### src/hw/pm_ctrl_pkg.sv
package pm_ctrl_pkg;

  // Register indices; the byte address on the bus is four times the index
  localparam logic [7:0]  PWR_IDX         = 8'h87;
  localparam logic [7:0]  SLEEP_IDX       = 8'hbe;
  localparam logic [7:0]  IRQ_STATUS_IDX  = 8'hc0;
  localparam logic [7:0]  IRQ_MASK_IDX    = 8'hc1;
  localparam logic [9:0]  PWR_ADDR        = {PWR_IDX, 2'b00};
  localparam logic [9:0]  SLEEP_ADDR      = {SLEEP_IDX, 2'b00};
  localparam logic [9:0]  IRQ_STATUS_ADDR = {IRQ_STATUS_IDX, 2'b00};
  localparam logic [9:0]  IRQ_MASK_ADDR   = {IRQ_MASK_IDX, 2'b00};

  // Power control register fields
  localparam int          PWR_TRIG_BIT    = 0;
  localparam logic [5:0]  PWR_SPARE_RST   = 6'h00;

  // Sleep control register fields
  localparam int          SLP_CALDIS_BIT  = 7;
  localparam int          SLP_XSTB_BIT    = 6;
  localparam int          SLP_RSTB_BIT    = 5;
  localparam int          SLP_CAUSE_LSB   = 3;
  localparam int          SLP_PD_BIT      = 2;
  localparam int          SLP_MODE_LSB    = 0;
  localparam logic [1:0]  MODE_RST        = 2'h0;
  localparam logic        CALDIS_RST      = 1'b0;
  localparam logic        PD_RST          = 1'b1;

  // Power modes and reset causes
  localparam logic [1:0]  MODE_ACTIVE     = 2'h0;
  localparam logic [1:0]  MODE_LIGHT      = 2'h1;
  localparam logic [1:0]  MODE_TIMED_DEEP = 2'h2;
  localparam logic [1:0]  MODE_DEEPEST    = 2'h3;
  localparam logic [1:0]  CAUSE_POR       = 2'h0;
  localparam logic [1:0]  CAUSE_PIN       = 2'h1;
  localparam logic [1:0]  CAUSE_WDOG      = 2'h2;

  // Interrupt event bits
  localparam int          EV_WAKE         = 0;
  localparam int          EV_XSTB         = 1;
  localparam int          EV_RSTB         = 2;
  localparam int          EV_W            = 3;
  localparam logic [2:0]  EV_RST          = 3'h0;

  // Software settle time after the crystal flag, informative for drivers
  localparam int          XTAL_SETTLE_NS  = 64000;
  localparam int          CLK_PERIOD_NS   = 8;
  localparam int          XTAL_SETTLE_CYC = XTAL_SETTLE_NS / CLK_PERIOD_NS;

  // Gray coded along active -> halted -> sleeping
  typedef enum logic [1:0] {
    ST_ACTIVE   = 2'b00,
    ST_HALTED   = 2'b01,
    ST_SLEEPING = 2'b11
  } pm_state_t;

  typedef struct packed {
    logic        cyc;
    logic        stb;
    logic        we;
    logic [3:0]  sel;
    logic [9:0]  adr;
    logic [31:0] dat;
  } wb_req_t;

  typedef struct packed {
    logic        crystal_pd;
    logic        fast_rc_pd;
    logic        cal_enable;
  } osc_ctrl_t;

  typedef struct packed {
    pm_state_t   st;
    logic [1:0]  mode;
    logic [5:0]  pwr_spare;
    logic        caldis;
    logic        caldis_eff;
    logic        pd;
    logic        pd_pend;
    logic        pd_pend_v;
    logic [1:0]  cause;
    logic        cause_v;
    logic [2:0]  xsync;
    logic [2:0]  rsync;
    logic        xstb;
    logic        rstb;
    logic [2:0]  ists;
    logic [2:0]  imask;
    logic        ack;
    logic [31:0] dat;
    logic        sleep_req;
  } pm_state_vec_t;

endpackage : pm_ctrl_pkg

### src/hw/power_mode_sleep_control.sv
// Added by the designer: the Wishbone interface to the registers.
`timescale 1ns/1ps
module power_mode_sleep_control (
  input  wire logic                     clk_i,
  input  wire logic                     rst_i,
  input  wire pm_ctrl_pkg::wb_req_t     wb_req_i,
  output logic [31:0]                   wb_dat_o,
  output logic                          wb_ack_o,
  input  wire logic                     wake_irq_i,
  input  wire logic                     port_wake_i,
  input  wire logic                     sleep_timer_wake_i,
  input  wire logic [1:0]               reset_cause_i,
  input  wire logic                     sysclk_source_select_i,
  input  wire logic                     cal_busy_i,
  input  wire logic                     fast_crystal_osc_ok_i,
  input  wire logic                     fast_rc_osc_ok_i,
  output logic                          cpu_halt_o,
  output logic [1:0]                    power_mode_o,
  output logic                          sleep_req_o,
  output pm_ctrl_pkg::osc_ctrl_t        osc_ctrl_o,
  output logic                          irq_o
);

  ////////////////////////////////////////////////////////////////////////////
  // State and bus decode

  pm_ctrl_pkg::pm_state_vec_t s_r;
  pm_ctrl_pkg::pm_state_vec_t s_nxt;

  logic       req_live;
  logic       wr_commit;
  logic       wr_pwr;
  logic       wr_sleep;
  logic       wr_ists;
  logic       wr_imask;
  logic       trig_set;
  logic       wake;
  logic [2:0] ev;
  logic [7:0] sleep_rd;

  // Writes land only on the edge where the master sees ack
  assign req_live  = wb_req_i.cyc && wb_req_i.stb;
  assign wr_commit = req_live && wb_req_i.we && s_r.ack && wb_req_i.sel[0];
  assign wr_pwr    = wr_commit && (wb_req_i.adr == pm_ctrl_pkg::PWR_ADDR);
  assign wr_sleep  = wr_commit && (wb_req_i.adr == pm_ctrl_pkg::SLEEP_ADDR);
  assign wr_ists   = wr_commit && (wb_req_i.adr == pm_ctrl_pkg::IRQ_STATUS_ADDR);
  assign wr_imask  = wr_commit && (wb_req_i.adr == pm_ctrl_pkg::IRQ_MASK_ADDR);
  assign trig_set  = wr_pwr && wb_req_i.dat[pm_ctrl_pkg::PWR_TRIG_BIT];

  // Deepest mode ignores the sleep timer; its clock is stopped there
  assign wake = (s_r.st != pm_ctrl_pkg::ST_ACTIVE) &&
                (wake_irq_i || port_wake_i ||
                 (sleep_timer_wake_i && (s_r.mode != pm_ctrl_pkg::MODE_DEEPEST)));

  // Sleep control read image
  always_comb begin
    sleep_rd = 8'h00;
    sleep_rd[pm_ctrl_pkg::SLP_CALDIS_BIT] = s_r.caldis;
    sleep_rd[pm_ctrl_pkg::SLP_XSTB_BIT]   = s_r.xstb;
    sleep_rd[pm_ctrl_pkg::SLP_RSTB_BIT]   = s_r.rstb;
    sleep_rd[pm_ctrl_pkg::SLP_CAUSE_LSB +: 2] = s_r.cause;
    sleep_rd[pm_ctrl_pkg::SLP_PD_BIT]     = s_r.pd;
    sleep_rd[pm_ctrl_pkg::SLP_MODE_LSB +: 2] = s_r.mode;
  end

  // Rises are decoded from the registered flags and the synchroniser so that ev never loops through s_nxt
  assign ev = {(!s_r.rstb && s_r.rsync[1] && s_r.rsync[2]),
               (!s_r.xstb && s_r.xsync[1] && s_r.xsync[2]),
               wake};

  ////////////////////////////////////////////////////////////////////////////
  // Next-state logic

  always_comb begin
    s_nxt = s_r;
    s_nxt.sleep_req = 1'b0;

    // Oscillator status pins: three flops, a change counts when the last two agree
    s_nxt.xsync = {s_r.xsync[1:0], fast_crystal_osc_ok_i};
    s_nxt.rsync = {s_r.rsync[1:0], fast_rc_osc_ok_i};
    if (s_r.xsync[1] == s_r.xsync[2]) begin
      s_nxt.xstb = s_r.xsync[2];
    end
    if (s_r.rsync[1] == s_r.rsync[2]) begin
      s_nxt.rstb = s_r.rsync[2];
    end

    // Cause is taken once, on the first cycle after reset release
    if (!s_r.cause_v) begin
      s_nxt.cause   = reset_cause_i;
      s_nxt.cause_v = 1'b1;
    end

    // Power mode sequencer
    case (s_r.st)
      pm_ctrl_pkg::ST_ACTIVE: begin
        if (trig_set) begin
          s_nxt.sleep_req = 1'b1;
          if (s_r.mode == pm_ctrl_pkg::MODE_ACTIVE) begin
            s_nxt.st = pm_ctrl_pkg::ST_HALTED;
          end else begin
            s_nxt.st = pm_ctrl_pkg::ST_SLEEPING;
          end
        end
      end
      pm_ctrl_pkg::ST_HALTED: begin
        if (wake) begin
          s_nxt.st = pm_ctrl_pkg::ST_ACTIVE;
        end
      end
      pm_ctrl_pkg::ST_SLEEPING: begin
        if (wake) begin
          s_nxt.st   = pm_ctrl_pkg::ST_ACTIVE;
          s_nxt.mode = pm_ctrl_pkg::MODE_ACTIVE;
          if (s_r.mode[1]) begin
            s_nxt.caldis     = pm_ctrl_pkg::CALDIS_RST;
            s_nxt.caldis_eff = pm_ctrl_pkg::CALDIS_RST;
          end
        end
      end
      default: begin
        s_nxt.st = pm_ctrl_pkg::ST_ACTIVE;
      end
    endcase

    // Register writes
    if (wr_pwr) begin
      s_nxt.pwr_spare = wb_req_i.dat[7:2];
    end
    if (wr_sleep) begin
      s_nxt.caldis = wb_req_i.dat[pm_ctrl_pkg::SLP_CALDIS_BIT];
      if (s_r.st == pm_ctrl_pkg::ST_ACTIVE) begin
        s_nxt.mode = wb_req_i.dat[pm_ctrl_pkg::SLP_MODE_LSB +: 2];
      end
      // A write racing the calibration is parked, not dropped
      if (cal_busy_i) begin
        s_nxt.pd_pend   = wb_req_i.dat[pm_ctrl_pkg::SLP_PD_BIT];
        s_nxt.pd_pend_v = 1'b1;
      end else begin
        s_nxt.pd        = wb_req_i.dat[pm_ctrl_pkg::SLP_PD_BIT];
        s_nxt.pd_pend_v = 1'b0;
      end
    end else if (s_r.pd_pend_v && !cal_busy_i) begin
      s_nxt.pd        = s_r.pd_pend;
      s_nxt.pd_pend_v = 1'b0;
    end

    // Clearing to 0 is immediate; setting waits for the fast RC clock source
    if (!s_nxt.caldis) begin
      s_nxt.caldis_eff = 1'b0;
    end else if (sysclk_source_select_i) begin
      s_nxt.caldis_eff = 1'b1;
    end

    // Interrupt status: a new event beats a write-one clear in the same cycle
    if (wr_imask) begin
      s_nxt.imask = wb_req_i.dat[2:0];
    end
    if (wr_ists) begin
      s_nxt.ists = s_r.ists & ~wb_req_i.dat[2:0];
    end
    s_nxt.ists = s_nxt.ists | ev;

    // Bus: ack one cycle after the request, drop it the cycle after
    s_nxt.ack = req_live && !s_r.ack;
    if (req_live && !s_r.ack) begin
      s_nxt.dat = 32'h0000_0000;
      case (wb_req_i.adr)
        pm_ctrl_pkg::PWR_ADDR: begin
          s_nxt.dat[7:2] = s_r.pwr_spare;
        end
        pm_ctrl_pkg::SLEEP_ADDR: begin
          s_nxt.dat[7:0] = sleep_rd;
        end
        pm_ctrl_pkg::IRQ_STATUS_ADDR: begin
          s_nxt.dat[2:0] = s_r.ists;
        end
        pm_ctrl_pkg::IRQ_MASK_ADDR: begin
          s_nxt.dat[2:0] = s_r.imask;
        end
        default: begin
          s_nxt.dat = 32'h0000_0000;
        end
      endcase
    end
  end

  ////////////////////////////////////////////////////////////////////////////
  // State register

  always_ff @(posedge clk_i) begin
    if (rst_i) begin
      s_r            <= '0;
      s_r.st         <= pm_ctrl_pkg::ST_ACTIVE;
      s_r.mode       <= pm_ctrl_pkg::MODE_RST;
      s_r.pwr_spare  <= pm_ctrl_pkg::PWR_SPARE_RST;
      s_r.caldis     <= pm_ctrl_pkg::CALDIS_RST;
      s_r.caldis_eff <= pm_ctrl_pkg::CALDIS_RST;
      s_r.pd         <= pm_ctrl_pkg::PD_RST;
      s_r.cause      <= pm_ctrl_pkg::CAUSE_POR;
      s_r.ists       <= pm_ctrl_pkg::EV_RST;
      s_r.imask      <= pm_ctrl_pkg::EV_RST;
    end else begin
      s_r <= s_nxt;
    end
  end

  ////////////////////////////////////////////////////////////////////////////
  // Outputs

  // Sleep states leave the fast oscillators running; only pd with sysclk_source_select_i stops one of them
  assign cpu_halt_o   = (s_r.st != pm_ctrl_pkg::ST_ACTIVE);
  assign power_mode_o = (s_r.st == pm_ctrl_pkg::ST_SLEEPING) ? s_r.mode
                                                             : pm_ctrl_pkg::MODE_ACTIVE;
  assign sleep_req_o  = s_r.sleep_req;
  assign osc_ctrl_o.crystal_pd = s_r.pd && sysclk_source_select_i;
  assign osc_ctrl_o.fast_rc_pd = s_r.pd && !sysclk_source_select_i;
  assign osc_ctrl_o.cal_enable = !s_r.caldis_eff;
  assign irq_o        = |(s_r.ists & s_r.imask);
  assign wb_ack_o     = s_r.ack;
  assign wb_dat_o     = s_r.dat;
endmodule : power_mode_sleep_control
### config.mk
export PLATFORM = sky130hd
export DESIGN_NAME = power_mode_sleep_control
export DESIGN_NICKNAME = d
export VERILOG_FILES = /design/src/hw/pm_ctrl_pkg.sv /design/src/hw/power_mode_sleep_control.sv
export SDC_FILE = /design/constraint.sdc
export NUM_CORES = 1
export LEC_CHECK = 0
export BUFFER_PORTS_ARGS = -buffer_cell sky130_fd_sc_hd__buf_4
export CAP_MARGIN = 20
export CORE_MARGIN = 2
export CORE_UTILIZATION = 50
export CTS_CLUSTER_DIAMETER = 150
export DETAILED_ROUTE_END_ITERATION = 10
export HOLD_SLACK_MARGIN = 0.02
export PLACE_DENSITY = 0.86
export SYNTH_ARGS = -nofsm -noshare
export SYNTH_HDL_FRONTEND = slang
export SYNTH_SLANG_ARGS = --single-unit
### constraint.sdc
create_clock -name clk_i -period 4.5 [get_ports clk_i]
set_input_delay 0.675 -clock clk_i [delete_from_list [all_inputs] [get_ports clk_i]]
set_output_delay 0.675 -clock clk_i [all_outputs]
set_load 0.02 [all_outputs]
==> metrics.yaml, run 1 <==
outcome: "finished, final reports clean"
crit_start: "wb_req_i[37]"
cts_root_buf: "clkbuf_8"
cts.sinks: 42
gp_congestion: 0.8631
p_leak_nw: 1.034
n_antenna_cell: 0
wl_per_cell_um: 14.18
postSynthAreaPerCell_um2: 8.758
setup_viol: 0
yosys_most_used_dff: "dfxtp_1"
drt_iter0_drc: 146
grt_pass1_wl_um: 7107
synth_top_area_share: 0.4000
cp_slowest_cell: "nor4b_4"
start_kind: "input pin"
dp.final_hpwl_um: 3302
critPathMaxStageDelay_ps: 600
r2r_start: "wb_ack_o"
cts_tree: "done"
ir_drop_mv: 0.1351
synth_compound_area_frac: 0.1804
std_cell_rows: 23
start_util: 0.5217
drv_slew: 0
rsz0062_at_grt: "no"
cts.reportedPaths.clkPinSlew_ps: 70
skew_ps: 8.206
drc: 0
yosysTopAreaCell: "dfxtp_1"
yosysMostFrequentCell: "dfxtp_1"
htreeDepth: 2
crit_fanout: 10
async_flop_share: 0
period_minus_slack_ps: 2096
fillers: 368
place_inst: 319
instances_no_fill: 326
antenna_found_initial: 0
synth_warnings: 0
final_util: 0.6056
endpoint_kind: "flop"
synthSimpleGateAreaFrac: 0.2399
avgViaCountPerCell: 5.497
p_per_area_nw_per_um2: 313.4
ant_nets: 0
grt_max_degree: 34
yosysSeqAreaShare: 0.4000
crit_type: "in -> reg"
maxClockFrequency_ghz: 0.4771
required_ps: 4730
syn_inst: 240
cts_buffer_depth: 2
synth-seq-cells: 42
dieWidth_um: 68.84
met1_usage: 0.2629
critPathBufInv: 1
ys_types: 48
placed_cell_area_um2: 2327
design_area_um2: 2440
dieHeight_um: 68.84
top_usage_layer: "met2"
slew-limit-headroom: 0.5805
wl_um: 4623
tightest_slew_ps: 626.6
synthXorXnorAreaFrac: 0
grt_usage: 0.2082
synthTopCellsByArea: "dfxtp_1 (40%), buf_4 (11%), a21oi_1 (5.7%)"
postCtsSetupBuffers: 0
hold_path.class: "reg -> reg"
maxCapViolations: 0
io_pins: 101
cp.arrival_ps: 2330
overflow: 0
hold_buffers: 0
synthAdderAreaFrac: 0
core_um2: 4029
num_vias: 1792
ys_top_cells_by_count: "dfxtp_1 (42), buf_4 (32), a21oi_1 (24), nand3_1 (17)"
path_cells: "buf_4 -> nor4b_4 -> nand3_4 -> or4_4 -> o2bb2ai_2"
synth_mux_area_frac: 0.03036
synth_top_family_by_area: "simple AND/OR/NAND/NOR gates"
fin_nets: 336
io_buffers: 49
drt-pass1-iter-count: 4
fin_crit_sh: 0.4658
hold_viol: 0
syn_area_um2: 2102
grt_pass1_vias: 1509
cts_resized: 0
cp_top_family: "simple AND/OR/NAND/NOR gates"
min_from: "s_nxt[46]"
dieArea_um2: 4739
grt_use_met2: 0.3389
clock_latency_ps: 300
use_met3: 0.05357
drive_gt1_frac: 0.2717
synth_edf_count: 0
syn_to_final_growth_pct: 16.07
totalNegativeSetupSlack_ps: 0
cts_made_buffers: 5
-- placed cells by master, fill, tap and decap left out, types with 6 or more instances in the layout --
cell type	Yosys	layout
nand3_1	17	17
conb_1	1	24
a21oi_1	24	24
dfxtp_1	42	42
clkbuf_8	0	6
nor2b_1	10	10
buf_4	32	49
o21ai_0	15	15
nor2_1	7	7
nand2_1	15	15
-- power by group --
part	internal, mW	switching, mW
logic	0.0314	0.0487
clock network	0.177	0.127
registers	0.377	0.00314
total	0.586	0.179
-- flip-flops by register name, indices dropped and copies added (netlist names) --
register / cells
s_nxt: 4
s_r: 28
wb_dat_o: 8
sleep_req_o: 1
wb_ack_o: 1
-- final timing paths --
path / endpoint / slack [ps] / cells after the start
min reg2reg: s_nxt[47] / 440 / 1
max reg2reg: s_r[62] / 2780 / 4
max: s_r[65] / 2400 / 5
min: s_nxt[47] / 440 / 1
-- logic make-up (layout without fill, tap and decap cells) --
logic type,after synthesis,after routing
AOI/OAI and AO/OA,59,59
buffers and inverters,48,61
DFF,42,42
muxes,6,6
other,1,24
and+or+nand+nor,84,84
-- layout make-up --
type                       instances  area (um2)  share of cell area
clock buffer                       6       82.58             0.03385
clock inverter                     1       30.03             0.01231
inverter                           5       18.77            0.007692
multi-input combinational        173        1037              0.4251
sequential                        42       840.8              0.3446
tap                               50       62.56             0.02564
timing repair buffer              49       367.9              0.1508
-- worst register-to-register path, cell delays in order, from the launching register on --
cell and delay (ps):
dfxtp_1 360, and4_1 380, nand2_1 240, or3_1 410, a31o_2 240
-- routing by layer --
layer / vias to the layer above / wire (um)
met5: - / 0
met4: 0 / 74
met3: 8 / 350
met2: 77 / 2310
met1: 837 / 1888
li1: 870 / -
-- stage by stage --
stage | setup slack (ps) | hold slack, ps | power, mW
finish | 2404 | 441.7 | 0.7646
global route | 2317 | 453.6 | 0.7891
CTS | 2412 | 447.0 | 0.7677
detailed placement | 2122 | 428.3 | 0.4677
global placement | 2170 | 419.7 | 0.4667
floorplan | 2464 | 413.8 | 0.4521
Power figures use the tool's default switching activity.
==> run 2: changes to the inputs <==
Settings changed: ABC_AREA set to 1, CORE_UTILIZATION 50 to 47, PLACE_DENSITY 0.86 to 0.8.
Clock period 4.5 ns to 2 ns, I/O delays scaled along.
==> run 2 against run 1 <==
Effect of this change: cell count is 28% higher; via count is 8.6% higher; combinational power grew to 2.6 times the previous value; design area is 6.5% higher; clock skew hardly changed; non-clock buffer count grew 2; synthesized cell count is 33% higher; clock power up 110%; synthesized area is 5.6% higher; largest power group unchanged.
==> metrics.yaml, run 2 <==
yosysMostFrequentCell: "nand2_1"
min_from: "fast_rc_osc_ok_i"
syn_to_final_growth_pct: 17.08
dp.final_hpwl_um: 3516
synth_edf_count: 0
num_vias: 1947
period_minus_slack_ps: 1452
n_antenna_cell: 0
total_power_mw: 1.725
yosys_most_used_dff: "dfxtp_1"
maxCapViolations: 0
swShare: 0.2480
power_switching_mw: 0.4277
wl_um: 4522
cts_tree: "done"
avgViaCountPerCell: 4.680
hold_viol: 0
drt_iter0_drc: 85
hold_path.class: "in -> reg"
p_leak_nw: 1.244
rsz0062_at_grt: "no"
crit_type: "reg -> reg"
core_um2: 4629
final_util: 0.5614
clock_latency_ps: 290
cts_resized: 0
drt-pass1-iter-count: 4
holdPathEnd: "s_nxt[43]"
io_buffers: 49
grt_pass1_vias: 1656
cts.reportedPaths.clkPinSlew_ps: 80
antenna_found_initial: 0
dieArea_um2: 5288
p_seq_frac: 0.500
ir_drop_mv: 0.4790
drv_slew: 0
overflow: 0
yosysSeqAreaShare: 0.3788
r2r-end: "s_r[65]"
fillers: 438
r2r_start: "wb_ack_o"
cp_slowest_cell: "dfxtp_1"
worst_slack_ps: 547.6
maxClockFrequency_ghz: 0.6885
gp_congestion: 0.8799
largest_reg_flops: 28
cts.sinks: 42
setup_viol: 0
ff2ff_path_depth: 7
synth_top_area_share: 0.3788
clockPowerShare: 0.377
cts_root_buf: "clkbuf_8"
fin_crit_sh: 0.7262
postCtsSetupBuffers: 0
synth_warnings: 0
postSynthAreaPerCell_um2: 6.980
start_kind: "flop"
cts_made_buffers: 5
dieWidth_um: 72.72
grt_max_degree: 26
wl_per_cell_um: 10.87
final_cell_mix: "buf_4 (51), nand2_1 (47), nor2_1 (45), inv_1 (45), dfxtp_1 (42)"
cp.arrival_ps: 1670
grt_usage: 0.1730
syn_area_um2: 2220
drive_gt1_frac: 0.2210
outcome: "finished, final reports clean"
design_area_um2: 2599
yosysTopAreaCell: "dfxtp_1"
path_cells: "nand3_2 -> nor2_8 -> nand3_1 -> buf_4 -> inv_1 -> nand4_1 -> o21ai_1"
ys_top_cells_by_count: "nand2_1 (47), inv_1 (45), nor2_1 (45), dfxtp_1 (42), buf_4 (32)"
regMostFlops: "s_r"
synthTopCellsByArea: "dfxtp_1 (38%), buf_4 (11%), nand2_1 (7.9%)"
dieHeight_um: 72.72
internal_power_mw: 1.297
p_per_area_nw_per_um2: 663.6
required_ps: 2220
combPwrFrac: 0.123
worstHoldPathCells: 3
ys_types: 22
placed_cell_area_um2: 2490
drc: 0
io_pins: 101
synth-seq-cells: 42
syn_inst: 318
endpoint_kind: "flop"
start_util: 0.4795
final_common_cell: "buf_4"
totalNegativeSetupSlack_ps: 0
cts_buffer_depth: 2
critPathMaxStageDelay_ps: 370
crit_fanout: 12
ant_nets: 0
r2r_slack_ps: 550
std_cell_rows: 25
htreeDepth: 2
skew_ps: 8.432
hold_buffers: 0
async_flop_share: 0
dp_slack_ps: 458.2
fin_nets: 421
grt_pass1_wl_um: 7196
tightest_slew_ps: 515.1
slew-limit-headroom: 0.6562
-- run 2: changes by cell type after synthesis, moves of 6 or more --
cell and delta:
a21oi_1 -6, inv_1 +41, nand2_1 +32, nand3_1 +8
nor2_1 +38, nor2b_1 -10, o21ai_0 +6, o21ai_1 +9
-- run 2: worst max-delay path, delay by kind of cell, from the launching register on --
family,cells,cell delay [ps]
buf+inv,2,270
flops,1,370
compound gates,1,170
simple gates,4,560
-- run 2: area by class of cell --
class	count	area (um2)	area share
clock buffers	5	68.82	0.02648
clock inverters	3	40.04	0.01541
inverters	49	183.9	0.07078
multi-input cells	212	1015	0.3905
flip-flops and latches	42	840.8	0.3235
well taps	54	67.56	0.02600
repair buffers	51	382.9	0.1473
-- run 2: layer usage --
layer	GRT usage	up-vias	routed length, um
met3	0.03591	4	225
met2	0.2909	57	2219
met1	0.2208	859	2028
met4	0.05761	0	48
met5	0	-	0
li1	-	1027	-
-- run 2: kinds of logic (layout without fill, tap and decap cells) --
kind of cell    after synthesis  in the layout  synth area share
buf+inv                      87            108            0.2029
simple gates                137            137            0.2959
flops                        42             42            0.3788
other cells                   1             24          0.001689
compound gates               51             51            0.1206
-- run 2: how the worst max path moves through the flow --
stage	start	endpoint	slack [ps]	cells after the start
after floorplan	wb_ack_o	s_r[57]	670	6
after global routing	wb_ack_o	wb_dat_o[7]	410	4
after detailed placement	wb_req_i[48]	wb_dat_o[4]	460	6
final	wb_ack_o	s_r[65]	550	7
after global placement	wb_req_i[38]	s_r[65]	500	9
after CTS	wb_ack_o	s_r[65]	540	7
-- run 2: power groups by stage --
stage	Combinational, mW	Sequential (mW)	Clock [mW]
floorplan	0.171	0.880	0
global placement	0.209	0.881	0
detailed placement	0.212	0.882	0
CTS	0.212	0.862	0.658
global route	0.235	0.864	0.696
finish	0.212	0.862	0.650
-- run 2: metrics by stage --
step / hold WS (ps) / std cells
6_report: 209.7 / 416
5_1_grt: 210.4 / 416
4_1_cts: 207.2 / 416
3_5_place_dp: 395.0 / 408
3_3_place_gp: 392.6 / 408
2_1_floorplan: 388.3 / 341
==> run 3: changes to the inputs <==
Settings changed: CORE_UTILIZATION 47 to 42, PLACE_DENSITY 0.8 to 0.76.
Clock period 2 ns to 1.2 ns, I/O delays scaled along.
==> run 3 against run 2 <==
Effect of this change: combinational power up 86%; routed wire length rose by 4.2%; global-route usage down 0.61 points; die area increased by 11%; clock-buffer cell count rose by 1; worst hold slack worse by 130 ps; sequential cell count did not move; register-to-register slack got worse by 530 ps; first-iteration DRC count up 20%; critical path depth down 4; critical endpoint is now power_mode_o[1]; largest cell class unchanged.
==> metrics.yaml, run 3 (synthesized netlist as in run 2, its figures left out) <==
cts_buffer_depth: 2
maxClockFrequency_ghz: 0.8456
placed_cell_area_um2: 2669
hold_path.class: "in -> reg"
worst_slack_ps: 17.45
std_cell_rows: 26
fillers: 480
required_ps: 1020
overflow: 0
cts.sinks: 42
endpoint_kind: "primary output"
htreeDepth: 2
largest_reg_flops: 28
skew_ps: 7.843
fin_nets: 442
grt_pass1_vias: 1911
maxCapViolations: 0
clock_latency_ps: 300
antenna_found_initial: 0
gp_congestion: 0.8400
ant_nets: 0
regMostFlops: "s_r"
grt_usage: 0.1669
dieHeight_um: 76.70
path_cells: "nand2_1 -> nor2_1 -> buf_4"
drv_slew: 0
dp_slack_ps: -107.7
cts_made_buffers: 5
instances_no_fill: 453
total_power_mw: 2.720
setup_viol: 0
io_buffers: 49
num_vias: 2052
p_per_area_nw_per_um2: 963.3
wl_um: 4712
drive_gt1_frac: 0.3003
syn_to_final_growth_pct: 27.23
rsz0062_at_grt: "yes"
cts_root_buf: "clkbuf_8"
critPathMaxStageDelay_ps: 360
drt_iter0_drc: 102
hold_viol: 0
io_pins: 101
ir_drop_mv: 0.6709
final_cell_mix: "buf_4 (70), nand2_1 (46), inv_1 (43), nor2_1 (43), dfxtp_1 (37)"
period_minus_slack_ps: 1183
drc: 0
wl_per_cell_um: 10.40
hold_slack_ps: 81.26
dp.final_hpwl_um: 3663
start_util: 0.4346
grt_pass1_wl_um: 8073
grt_max_degree: 25
place_inst: 442
crit_type: "reg -> out"
crit_fanout: 3
design_area_um2: 2824
hold_buffers: 0
cp.arrival_ps: 1000
p_leak_nw: 1.348
outcome: "finished, final reports clean"
cts_tree: "done"
start_kind: "flop"
avgViaCountPerCell: 4.530
dieWidth_um: 76.70
core_um2: 5107
fin_crit_sh: 0.9855
drt-pass1-iter-count: 4
cts.reportedPaths.clkPinSlew_ps: 80
dieArea_um2: 5882
final_common_cell: "buf_4"
cp_slowest_cell: "dfxtp_1"
n_antenna_cell: 0
==> run 3: cell count changes in the layout (fill, tap and decap cells not counted), moves of 3 or more <==
cell	delta
buf_4	+19
dfxtp_1	-5
dfxtp_2	+4
nand3_1	-3
o21ai_0	-6
o21ai_1	+5
==> run 3: per-layer routing <==
layer	GRT usage	share of wire	vias up	routed length (um)
li1	-	-	1065	-
met1	0.2016	0.43	902	2049
met5	0	0	-	0
met3	0.04235	0.071	9	336
met4	0.07455	0.018	0	86
met2	0.2789	0.48	76	2239
==> run 3: repair_timing <==
item                                    CTS  global route
resized for setup                         5            17
buffers inserted                          3             0
endpoints found under the setup margin   12            24
pin swaps                                 2             2
==> run 3: path summary, 6_finish.rpt <==
check        cells after the start             start  slack [ps]         endpoint
min                              3  fast_rc_osc_ok_i          80        s_nxt[43]
max reg2reg                      7          wb_ack_o          20          s_r[62]
max                              3           s_r[65]          20  power_mode_o[1]
min reg2reg                      2         s_nxt[46]         400        s_nxt[47]
==> run 3: stage by stage <==
| stage | util | setup TNS, ps |
|---|---|---|
| after CTS | 0.5463 | 0 |
| after floorplan | - | 0 |
| after global placement | 0.5225 | -977.1 |
| final | 0.5529 | 0 |
| after global routing | 0.5529 | -557.1 |
| after detailed placement | 0.5225 | -1437 |
==> run 3: layout make-up <==
class | instances | area [um2] | share of cell area
multi-input cells | 212 | 1060 | 0.3753
flip-flops and latches | 42 | 849.6 | 0.3008
repair buffers | 72 | 556.8 | 0.1972
inverters | 49 | 183.9 | 0.06513
well taps | 70 | 87.58 | 0.03101
clock buffers | 6 | 72.57 | 0.02570
clock inverters | 2 | 13.76 | 0.004874
==> run 3: power breakdown <==
part / switching, mW / internal [mW] / leakage (nW)
Clock: 0.481 / 0.410 / 0.0452
Combinational: 0.237 / 0.158 / 0.958
Sequential: 0.0147 / 1.42 / 0.344
Total: 0.733 / 1.99 / 1.35
==> run 3: critical path: cells and delay by family (launching register included) <==
family	cells	cell delay (ps)
flip-flops	1	360
buffers and inverters	1	140
AND/OR/NAND/NOR	2	210
